$ cat config.mk
export PLATFORM = sky130hd
export DESIGN_NAME = stage_controller
export DESIGN_NICKNAME = d
export VERILOG_FILES = /design/src/common/stage_ctrl_pkg.sv /design/src/pwm_pacer.sv /design/src/stage_controller.sv
export VERILOG_INCLUDE_DIRS = /design/src /design/src/common
export SDC_FILE = /design/constraint.sdc
export NUM_CORES = 1
export LEC_CHECK = 0
export BUFFER_PORTS_ARGS = -buffer_cell sky130_fd_sc_hd__buf_4
export CORE_AREA = 2 2 81 83
export DETAILED_ROUTE_END_ITERATION = 8
export DIE_AREA = 0 0 83 85
export PLACE_DENSITY = 0.54
export SLEW_MARGIN = 10
export SYNTH_ARGS = -nofsm -noshare
export SYNTH_HDL_FRONTEND = slang
export SYNTH_SLANG_ARGS = --single-unit
$ cat constraint.sdc
create_clock -name CLK_SYS -period 2.7 [get_ports CLK_SYS]
set_input_delay 0.135 -clock CLK_SYS [delete_from_list [all_inputs] [get_ports CLK_SYS]]
set_output_delay 0.135 -clock CLK_SYS [all_outputs]
set_load 0.01 [all_outputs]
$ cat src/common/stage_ctrl_defines.svh
// Purpose: Timing and counter width constants for the power stage controller
// Assumes: System clock of 10 MHz
// Notes: Counts derive from times in ns
`ifndef STAGE_CTRL_DEFINES_SVH
`define STAGE_CTRL_DEFINES_SVH
`define CLK_PERIOD_NS 100
`define POR_DELAY_NS 15000
`define EXIT_LATENCY_NS 15000
`define HOLDOFF_MAX_NS 250
`define MAX_SW_FREQ_KHZ 1500
`define MIN_PERIOD_NS (1000000 / `MAX_SW_FREQ_KHZ)
`define POR_CYCLES ((`POR_DELAY_NS + `CLK_PERIOD_NS - 1) / `CLK_PERIOD_NS)
`define EXIT_CYCLES ((`EXIT_LATENCY_NS + `CLK_PERIOD_NS - 1) / `CLK_PERIOD_NS)
`define HOLDOFF_CYCLES ((`HOLDOFF_MAX_NS + `CLK_PERIOD_NS - 1) / `CLK_PERIOD_NS)
`define MIN_PERIOD_CYCLES ((`MIN_PERIOD_NS + `CLK_PERIOD_NS - 1) / `CLK_PERIOD_NS)
`define CNT_W 8
`endif

$ cat src/common/stage_ctrl_pkg.sv
// Purpose: Types for the power stage controller
// Assumes: Nothing
// Notes: Pin level encodings
package stage_ctrl_pkg;
  typedef enum logic [1:0] {
    PIN_LOW,
    PIN_HIGH,
    PIN_MID
  } pin_level_t;
  typedef enum logic [2:0] {
    ST_OFF,
    ST_STARTUP,
    ST_RUN,
    ST_SHUTDOWN,
    ST_WAKE
  } ctrl_state_t;
endpackage

$ cat src/pwm_pacer.sv
// Purpose: Limits pulse-width output edges to the maximum switching rate
// Assumes: Request from logic on the same clock
// Notes: A new rising edge waits until a full minimum period has passed
`timescale 1ns/1ps
`include "stage_ctrl_defines.svh"
module pwm_pacer #(
  parameter int PERIOD_CYCLES = `MIN_PERIOD_CYCLES
) (
  input wire logic clk,    // System clock
  input wire logic rst_n,  // Synchronous reset
  input wire logic ce,     // Clock enable
  input wire logic req,    // Requested pulse level
  output logic pwm_level   // Paced pulse level
);
  logic [`CNT_W-1:0] since_rise;
  wire logic period_done = (since_rise >= (`CNT_W)'(PERIOD_CYCLES - 1));

  always_ff @(posedge clk) begin
    if (!rst_n) begin
      pwm_level <= 1'b0;
    end else if (ce) begin
      if (!pwm_level && req && period_done) begin
        pwm_level <= 1'b1;
      end else if (pwm_level && !req) begin
        pwm_level <= 1'b0;
      end
    end
  end

  always_ff @(posedge clk) begin
    if (!rst_n) begin
      since_rise <= '1;
    end else if (ce) begin
      if (!pwm_level && req && period_done) begin
        since_rise <= '0;
      end else if (!period_done) begin
        since_rise <= since_rise + 1'b1;
      end
    end
  end
endmodule

$ cat src/stage_controller.sv
// Purpose: Controller that drives a power stage's pulse-width and mode pins
// Assumes: Stage inputs are three-level pins built from drive and enable
// Notes: Enable of each pin is low while the pin is driven
`timescale 1ns/1ps
`include "stage_ctrl_defines.svh"
// Behaviour
// - During startup the pulse pin is left floating in the mid window.
// - After leaving mode-pin float, no switching is expected before latency.
// - Mode pin is driven directly by this controller.
// - Pulse pin never switches faster than the maximum rate.
// - All supplies, pulse and mode signals must be present to switch.
module stage_controller #(
  parameter int POR_CYCLES = `POR_CYCLES,
  parameter int EXIT_CYCLES = `EXIT_CYCLES,
  parameter int HOLDOFF_CYCLES = `HOLDOFF_CYCLES
) (
  input wire logic CLK_SYS,         // 10 MHz system clock
  input wire logic RST_N,           // Synchronous reset, active low
  input wire logic CE,              // Clock enable
  input wire logic SUPPLY_GOOD,     // Logic, gate supply and rail present
  input wire logic RUN_REQ,         // Request switching operation
  input wire logic SLEEP_REQ,       // Request low-power shutdown
  input wire logic PHASE_OFF,       // Shed this phase: float pulse pin
  input wire logic DIODE_EMU,       // Request diode emulation
  input wire logic DUTY_REQ,        // Requested pulse level
  output logic PWM_OUT,             // Pulse pin drive value
  output logic PWM_OE_N,            // Pulse pin enable, low drives
  output logic MODE_OUT,            // Mode pin drive value
  output logic MODE_OE_N,           // Mode pin enable, low drives
  output logic STAGE_READY,         // Stage may be switched
  output logic STAGE_OFF_DONE       // Gates known off after hold-off
);
  stage_ctrl_pkg::ctrl_state_t state;
  stage_ctrl_pkg::ctrl_state_t next_state;
  logic [15:0] timer;
  logic [15:0] off_timer;
  logic supply_s1;
  logic supply_s2;
  logic paced_pwm;
  logic float_pwm;

  // Supply status comes from a pin outside the clock domain
  always_ff @(posedge CLK_SYS) begin
    if (!RST_N) begin
      supply_s1 <= 1'b0;
      supply_s2 <= 1'b0;
    end else if (CE) begin
      supply_s1 <= SUPPLY_GOOD;
      supply_s2 <= supply_s1;
    end
  end

  pwm_pacer pwm_pacer_inst (
    .clk(CLK_SYS),
    .rst_n(RST_N),
    .ce(CE),
    .req(DUTY_REQ && state == stage_ctrl_pkg::ST_RUN && !PHASE_OFF),
    .pwm_level(paced_pwm)
  );

  always_comb begin
    next_state = state;
    case (state)
      stage_ctrl_pkg::ST_OFF: begin
        if (supply_s2 && RUN_REQ) begin
          next_state = stage_ctrl_pkg::ST_STARTUP;
        end
      end
      stage_ctrl_pkg::ST_STARTUP: begin
        if (timer >= 16'(POR_CYCLES - 1)) begin
          next_state = stage_ctrl_pkg::ST_RUN;
        end
      end
      stage_ctrl_pkg::ST_RUN: begin
        if (SLEEP_REQ) begin
          next_state = stage_ctrl_pkg::ST_SHUTDOWN;
        end
      end
      stage_ctrl_pkg::ST_SHUTDOWN: begin
        if (!SLEEP_REQ) begin
          next_state = stage_ctrl_pkg::ST_WAKE;
        end
      end
      stage_ctrl_pkg::ST_WAKE: begin
        // Mode pin is released one edge after entry, so count a full latency
        if (timer >= 16'(EXIT_CYCLES)) begin
          next_state = stage_ctrl_pkg::ST_RUN;
        end
      end
      default: next_state = stage_ctrl_pkg::ST_OFF;
    endcase
    if (!supply_s2 || !RUN_REQ) begin
      next_state = stage_ctrl_pkg::ST_OFF;
    end
  end

  always_ff @(posedge CLK_SYS) begin
    if (!RST_N) begin
      state <= stage_ctrl_pkg::ST_OFF;
    end else if (CE) begin
      state <= next_state;
    end
  end

  always_ff @(posedge CLK_SYS) begin
    if (!RST_N) begin
      timer <= '0;
    end else if (CE) begin
      if (next_state != state) begin
        timer <= '0;
      end else if (timer != 16'hFFFF) begin
        timer <= timer + 16'h0001;
      end
    end
  end

  // Pulse pin floats until running and while the phase is shed
  assign float_pwm = (state != stage_ctrl_pkg::ST_RUN) || PHASE_OFF;

  always_ff @(posedge CLK_SYS) begin
    if (!RST_N) begin
      off_timer <= '0;
      STAGE_OFF_DONE <= 1'b1;
    end else if (CE) begin
      if (!float_pwm) begin
        off_timer <= '0;
        STAGE_OFF_DONE <= 1'b0;
      end else if (off_timer >= 16'(HOLDOFF_CYCLES)) begin
        STAGE_OFF_DONE <= 1'b1;
      end else begin
        off_timer <= off_timer + 16'h0001;
      end
    end
  end

  always_ff @(posedge CLK_SYS) begin
    if (!RST_N) begin
      PWM_OUT <= 1'b0;
      PWM_OE_N <= 1'b1;
    end else if (CE) begin
      PWM_OUT <= paced_pwm;
      PWM_OE_N <= float_pwm;
    end
  end

  // Mode pin: high forces continuous, low allows emulation, float sleeps
  always_ff @(posedge CLK_SYS) begin
    if (!RST_N) begin
      MODE_OUT <= 1'b1;
      MODE_OE_N <= 1'b0;
    end else if (CE) begin
      MODE_OUT <= !DIODE_EMU;
      MODE_OE_N <= (state == stage_ctrl_pkg::ST_SHUTDOWN);
    end
  end

  assign STAGE_READY = (state == stage_ctrl_pkg::ST_RUN);
endmodule

# Word level (Yosys, flattened, before mapping)
# Cells that the tools add are included.
# word_totals
reg_bits	51
input_bits	9
output_inout_bits	6
# classes
n_addsub	3
n_lt_le_gt_ge	4
eq_ne	10
n_mux	17
n_reduce_logical	22
# ops
operator	n
$mux 16	4
$add 16x1->16 const B	2
$ge 16x8->1 const B	2
$mux 3	6
$ge 16x2->1 const B	1
$mux 8	2
$ne 16x16->1 const B	1
$pmux 3 s5	1
$reduce_and 2->1	5
$add 8x1->8 const B	1
$ge 8x3->1 const B	1
$eq 3x2->1 const B	2
$logic_and 1x1->1	6
$logic_not 1->1	6
$mux 1	4
$ne 2x2->1 const B	2
$reduce_bool 2->1	2
$eq 3x1->1 const B	1
$eq 3x3->1 const B	1
$logic_not 3->1	1
$ne 3x2->1 const B	1
$ne 3x3->1	1
$logic_or 1x1->1	2
$ne 2x1->1 const B	1

# Depth between registers and ports, before layout
# Gate-level depths: netlist of the first run.
# logic_depth
word_depth	7
depth_mapped	9

# Cells and area by module
# Synthesis of the first run repeated with hierarchy kept, for this count alone.
# hier_totals
cells_unflattened	317
area_unflattened_um2	2613.8
# by_module_without_submodules
mod	n_inst	cells_each	area_each_um2	seq_area_each_um2
stage_controller	1	267	2157.1	840.8
pwm_pacer	1	50	456.7	180.2

# Least setup slack after synthesis of the first run
# OpenSTA, ideal clock, no wires.
# synth_timing
path_type	flip-flop to flip-flop
from	register timer[8]
to	register timer[12]
setup_time_ns	0.073
arrival_ns	2.446
required_ns	2.627
slack_ns	0.181
path_stages_with_launch	8
n_path_buf	1
path_cell_list	dfxtp_1 or4_4 or4_1 or4b_4 a22oi_4 o21ai_2 buf_6 nor3_2
# synth_via
elab_chain_len	7
# synth_rtl
element	line	rtl
from (decl)	stage_controller.sv:35	logic [15:0] timer;
from (signal assigned)	stage_controller.sv:112	timer <= timer + 16'h0001;
$ge 16x8->1 (on tied branches)	stage_controller.sv:86, stage_controller.sv:70	
$mux 3 (on tied branches)	stage_controller.sv:86, stage_controller.sv:70	
$pmux 3 s5	stage_controller.sv:63	case (state)
$mux 3	stage_controller.sv:92	if (!supply_s2 || !RUN_REQ) begin
$ne 3x3->1	stage_controller.sv:109	if (next_state != state) begin
$reduce_bool 2->1 (no line)	n/a	
$reduce_and 2->1 (no line)	n/a	
# Several ways; a longest one is shown, not always the timed one. The select of a mux whose other input is x is not followed.
# A chain may end at the register's enable or synchronous reset.

# Worst setup path after layout of the first run
# layout_timing
from	register timer[8]
to	register timer[13]
# The elaborated chain is that of the path after synthesis.

==> out/results.txt, run 1 <==
DRT iter0 DRCs - 90
fin crit share - 99.0%
Routed wire per std cell - 14.1 microns
post-synth net total - 303
area grow syn2layout - 15.2%
clock tree buffer depth - 2
Final Hold Fails - 0
area of the core - 0.00620 sq mm
first-pass GRT wire length - 9230 microns
H-tree Lvls - 2
Clock Latency Late Sink - 300 ps
Gate Count Post-Synth - 287
hold buffers post-CTS - 0
CP delay by family, top - simple AND/OR/NAND/NOR gates
initial core utilization - 39.2%
Max Fclk - 0.374 GHz
most common cell after layout, fill and taps aside - dfxtp_1
worst r2r src - timer[8]
FF+latch count, synth - 51
vias post-DR - 2088
CP peak stage delay - 580 ps
post-layout net count - 322
final instance area - 0.00280 sq mm
Hold Path Class - in -> reg
WP data arrival - 2910 ps
Die Y-Extent - 85 microns
WS Path Type - reg -> reg
Area after DPL - 0.00263 sq mm
Antenna Nets Post-Route - 0
final wirelength - 5400 microns
syn_area_per_cell - 8.48 sq um
critical path depth in cells - 7
ANT cells - 0
Worst path slowest cell - or4b_4
outcome - completed
die width - 83 microns
mapped cell area - 0.00243 sq mm
Seq/Total Area, Yosys - 42.0%
Buf/Inv on CP - 1
dpl hpwl - 3660 microns
vias in the first global route - 1937
power density over the cells - 489 mW/mm^2
CTS tree - done
unrepaired setup endpoints after global routing - true
Initial DRT Pass Iterations - 4
Critical Path Source Type - register
via density per instance - 5.45
CTS Buf Count - 5
top_reg_cell synth - dfxtp_1
fin crit period - 2670 ps
worst r2r path cells - 7
CP endpoint - timer[13]
DRC Markers - 0
# Max-Cap Violations - 0
Worst R2R Setup Slack - 30 ps
grt ovf - 0
I/O Buffers - 14
Worst Setup End Kind - register
Fill cells - 618
largest net degree at the start of global routing - 27
origin of the worst setup path - timer[8]
clk sink count - 51
share of cells above drive strength 1 - 14.7%
root buf cell - clkbuf_8
EDFF count, synth - 0
Ports - 15
Async S/R FF share, synth - 0%
Slew Limit Fails - 0
gpl congestion - 0.824
Peak VDD IR - 0.270 mV
most frequent cells in the layout - 49 x dfxtp_1, 33 x nor2_1, 25 x nand2_1, 25 x buf_4, 15 x o21ai_0
Setup TNS - 0 ps
num rows - 29
CP required - 2940 ps
Yosys warnings - 0
initial antenna violation count - 0
worst-path maximum fanout - 8
gr usage total - 15.8%
crit path cell chain - or4_4, or4_1, or4b_4, a22oi_4, o21ai_4, buf_4, a21oi_1
Clock Skew - 3.36 ps
final setup violation count - 0
Slew HR - 58.8%
Pleak - 0.00112 uW
RR Endpoint - timer[13]
Die Area - 0.00706 sq mm
Worst-path clk slew - 90 ps
count of cell types in the netlist - 50
worst-margin pin slew - 613 ps
[sequential cells by signal (all words and copies together), names as in the netlist]
register,flops
timer,16
pwm_pacer_inst.since_rise,8
supply_s2,1
PWM_OUT,1
MODE_OUT,1
STAGE_OFF_DONE,1
off_timer,16
state,3
supply_s1,1
pwm_pacer_inst.pwm_level,1
MODE_OE_N,1
PWM_OE_N,1
[cell usage after synthesis, types with 7 or more instances]
cell	count	area (sq um)
nand3_1	9	45.0
dfxtp_1	51	1020
a31oi_1	14	87.6
and3_1	8	50.1
nor3_1	8	40.0
o21ai_0	15	75.1
inv_1	14	52.6
nand2_1	26	97.6
a21oi_1	13	65.1
nor2_1	34	128
and4_1	7	61.3
ha_1	7	87.6
clkbuf_1	11	41.3
[report_power, final]
group	switching [uW]	internal [uW]
sequential	8.63	760
clock	251	272
combinational	46.4	30.8
[worst min path at each step]
stage                startpoint         to  slack, ps  depth (start not counted)
finish              SUPPLY_GOOD  supply_s1         70                          3
global route        SUPPLY_GOOD  supply_s1         80                          3
CTS                 SUPPLY_GOOD  supply_s1         70                          3
detailed placement  SUPPLY_GOOD  supply_s1        390                          3
global placement    SUPPLY_GOOD  supply_s1        380                          3
floorplan           SUPPLY_GOOD  supply_s1        280                          2
[through the flow]
step / hold WS, ps / worst slack [ps] / std cells / utilization (%) / power, uW
final: 70.7 / 27.2 / 383 / 45.2 / 1370
after global routing: 84.3 / -37.0 / 383 / 45.2 / 1420
after CTS: 68.9 / 28.1 / 378 / 44.0 / 1380
after detailed placement: 391 / 26.7 / 371 / 42.3 / 858
after global placement: 376 / 95.0 / 371 / 42.3 / 858
after floorplan: 282 / 181 / 287 / - / 834
[logic make-up (layout without fill, tap and decap cells)]
family / after synthesis / count (layout) / synth area share, %
compound gates: 71 / 71 / 20.2
xor+xnor: 6 / 6 / 2.16
fa+ha+maj: 7 / 7 / 3.60
buf+inv: 28 / 47 / 4.68
flops: 51 / 51 / 42.0
mux: 4 / 4 / 1.65
simple gates: 120 / 120 / 25.7
[per-layer routing]
| layer | share of wire [%] | vias to the layer above | GRT usage, % |
|---|---|---|---|
| li1 | - | 1080 | - |
| met1 | 51 | 962 | 21.9 |
| met2 | 43 | 40 | 24.3 |
| met3 | 4.9 | 6 | 4.09 |
| met4 | 1.1 | 0 | 5.07 |
| met5 | 0 | - | 0 |
[what timing repair did]
action / in CTS / in global routing
gates resized for setup: 0 / 10
buffers inserted: 0 / 5
endpoints found under the setup margin: 0 / 9
[worst register-to-register path, stage by stage (launching register included)]
cell and delay, ps:
dfxtp_2 340, or4_4 540, or4_1 480, or4b_4 580
a22oi_4 240, o21ai_4 140, buf_4 190, a21oi_1 100
[area by class of cell]
type / count / area [sq um] / share of cell area (%)
Sequential cell: 51 / 1020 / 36.5
Tap cell: 77 / 96.3 / 3.44
Timing Repair Buffer: 26 / 199 / 7.10
Multi-Input combinational cell: 208 / 1330 / 47.4
Clock buffer: 6 / 72.6 / 2.59
Clock inverter: 1 / 30.0 / 1.07
Inverter: 14 / 52.6 / 1.88
Note: power is estimated with default switching activity, not from simulation.
==> run 2: changes to the inputs <==
--- a/config.mk
+++ b/config.mk
@@ -10,6 +10,7 @@
 export CORE_AREA = 2 2 81 83
 export DETAILED_ROUTE_END_ITERATION = 8
 export DIE_AREA = 0 0 83 85
+export MAX_ROUTING_LAYER = met4
 export PLACE_DENSITY = 0.54
 export SLEW_MARGIN = 10
 export SYNTH_ARGS = -nofsm -noshare
==> out/results.txt, run 2 (synthesis gave the netlist of run 1 again) <==
via density per instance - 5.51
Die Area - 0.00706 sq mm
die width - 83 microns
Hold Path Class - in -> reg
Worst Hold Launch - SUPPLY_GOOD
largest net degree at the start of global routing - 27
final core occ - 45.2%
Worst-path clk slew - 90 ps
worst r2r src - timer[8]
worst-margin pin slew - 626 ps
WP data arrival - 2910 ps
Min Hold Slack - 71.2 ps
WHS Path Cells - 3
Critical Path Source Type - register
gr usage total - 16.3%
WS Path Type - reg -> reg
final wirelength - 5410 microns
Slew HR - 58.0%
DRT iter0 DRCs - 109
initial core utilization - 39.2%
Die Y-Extent - 85 microns
outcome - completed
post-layout net count - 322
CP peak stage delay - 580 ps
hold buffers post-CTS - 0
worst-path maximum fanout - 8
Area after DPL - 0.00263 sq mm
final setup violation count - 0
Worst Setup End Kind - register
RR Endpoint - timer[13]
dpl hpwl - 3660 microns
worst r2r path cells - 7
Buf/Inv on CP - 1
Worst R2R Setup Slack - 30 ps
Fill cells - 618
hold path endpoint - supply_s1
most frequent cells in the layout - 49 x dfxtp_1, 33 x nor2_1, 25 x nand2_1, 25 x buf_4, 15 x o21ai_0
Comb power frac - 5.7%
first-pass GRT wire length - 9230 microns
clk sink count - 51
Pleak - 0.00112 uW
CTS Buf Count - 5
area grow syn2layout - 15.2%
H-tree Lvls - 2
Routed wire per std cell - 14.1 microns
initial antenna violation count - 0
Net Switching - 305 uW
Final Hold Fails - 0
Initial DRT Pass Iterations - 4
final instance area - 0.00280 sq mm
final instance count without filler cells - 383
unrepaired setup endpoints after global routing - true
Antenna Nets Post-Route - 0
Clock Skew - 3.53 ps
CTS tree - done
Slew Limit Fails - 0
I/O Buffers - 14
power density over the cells - 488 mW/mm^2
num rows - 29
crit path cell chain - or4_4, or4_1, or4b_4, a22oi_4, o21ai_4, buf_4, a21oi_1
CP required - 2940 ps
Clock Latency Late Sink - 300 ps
clock share of power - 38.2%
Ports - 15
CP delay by family, top - simple AND/OR/NAND/NOR gates
share of cells above drive strength 1 - 14.7%
gpl congestion - 0.837
clock tree buffer depth - 2
Max Fclk - 0.374 GHz
area of the core - 0.00620 sq mm
Sw Ratio - 22.3%
register share of total power - 56.2%
Internal Power - 1060 uW
ANT cells - 0
cell count after placement - 371
DRC Markers - 0
vias post-DR - 2109
most common cell after layout, fill and taps aside - dfxtp_1
# Max-Cap Violations - 0
Worst path slowest cell - or4b_4
fin crit share - 99.0%
top flop regs - off_timer x16, timer x16, pwm_pacer_inst.since_rise x8
grt ovf - 0
vias in the first global route - 1937
Peak VDD IR - 0.269 mV
fin crit period - 2670 ps
root buf cell - clkbuf_8
==> run 2: cell counts in the layout (fill, tap and decap cells not counted) <==
No cell type changed its count.
==> run 2: how the worst max path moves through the flow <==
stage | from | end | slack, ps | cells after the start
after floorplan | timer[8] | timer[12] | 180 | 7
after global placement | timer[8] | timer[15] | 90 | 6
after detailed placement | timer[8] | timer[15] | 30 | 6
after CTS | timer[8] | timer[14] | 30 | 6
after global routing | timer[8] | timer[3] | -40 | 7
final | timer[8] | timer[13] | 30 | 7
==> run 2: per-stage QoR <==
| step | TNS, ps | setup WS (ps) | total power (uW) |
|---|---|---|---|
| 2_1_floorplan | 0 | 181 | 834 |
| 4_1_cts | 0 | 28.1 | 1380 |
| 6_report | 0 | 26.2 | 1370 |
| 3_3_place_gp | 0 | 95.0 | 858 |
| 3_5_place_dp | 0 | 26.7 | 858 |
| 5_1_grt | -244 | -37.0 | 1420 |
==> run 2: timing repair <==
action                                  4_1_cts  5_1_grt
setup buffers                                 0        5
gates resized for setup                       0       10
endpoints found under the setup margin        0        9
==> run 2: cell type report <==
class	instances	area, sq um	share of cell area (%)
clock buffer	6	72.6	2.59
clock inverter	1	30.0	1.07
inverter	14	52.6	1.88
multi-input combinational	208	1330	47.4
sequential	51	1020	36.5
tap	77	96.3	3.44
timing repair buffer	26	199	7.10
==> run 2: power by group through the flow <==
stage | combinational (uW) | clock [uW] | sequential, uW
after global routing | 87.0 | 565 | 771
after floorplan | 49.2 | 0 | 785
after detailed placement | 71.6 | 0 | 786
final | 77.3 | 522 | 769
after global placement | 71.6 | 0 | 786
after CTS | 71.8 | 540 | 769
==> run 2: metal layers <==
layer	global-route usage [%]	vias up	wire (microns)
met1	21.9	977	2740
met3	4.09	10	259
met4	5.07	0	94
li1	-	1078	-
met2	24.3	44	2320
met5	-	-	0
==> run 2: tightest hold or removal path, cell delays in order <==
cell	delay, ps
buf_4	80
mux2i_1	60
nor2_1	70
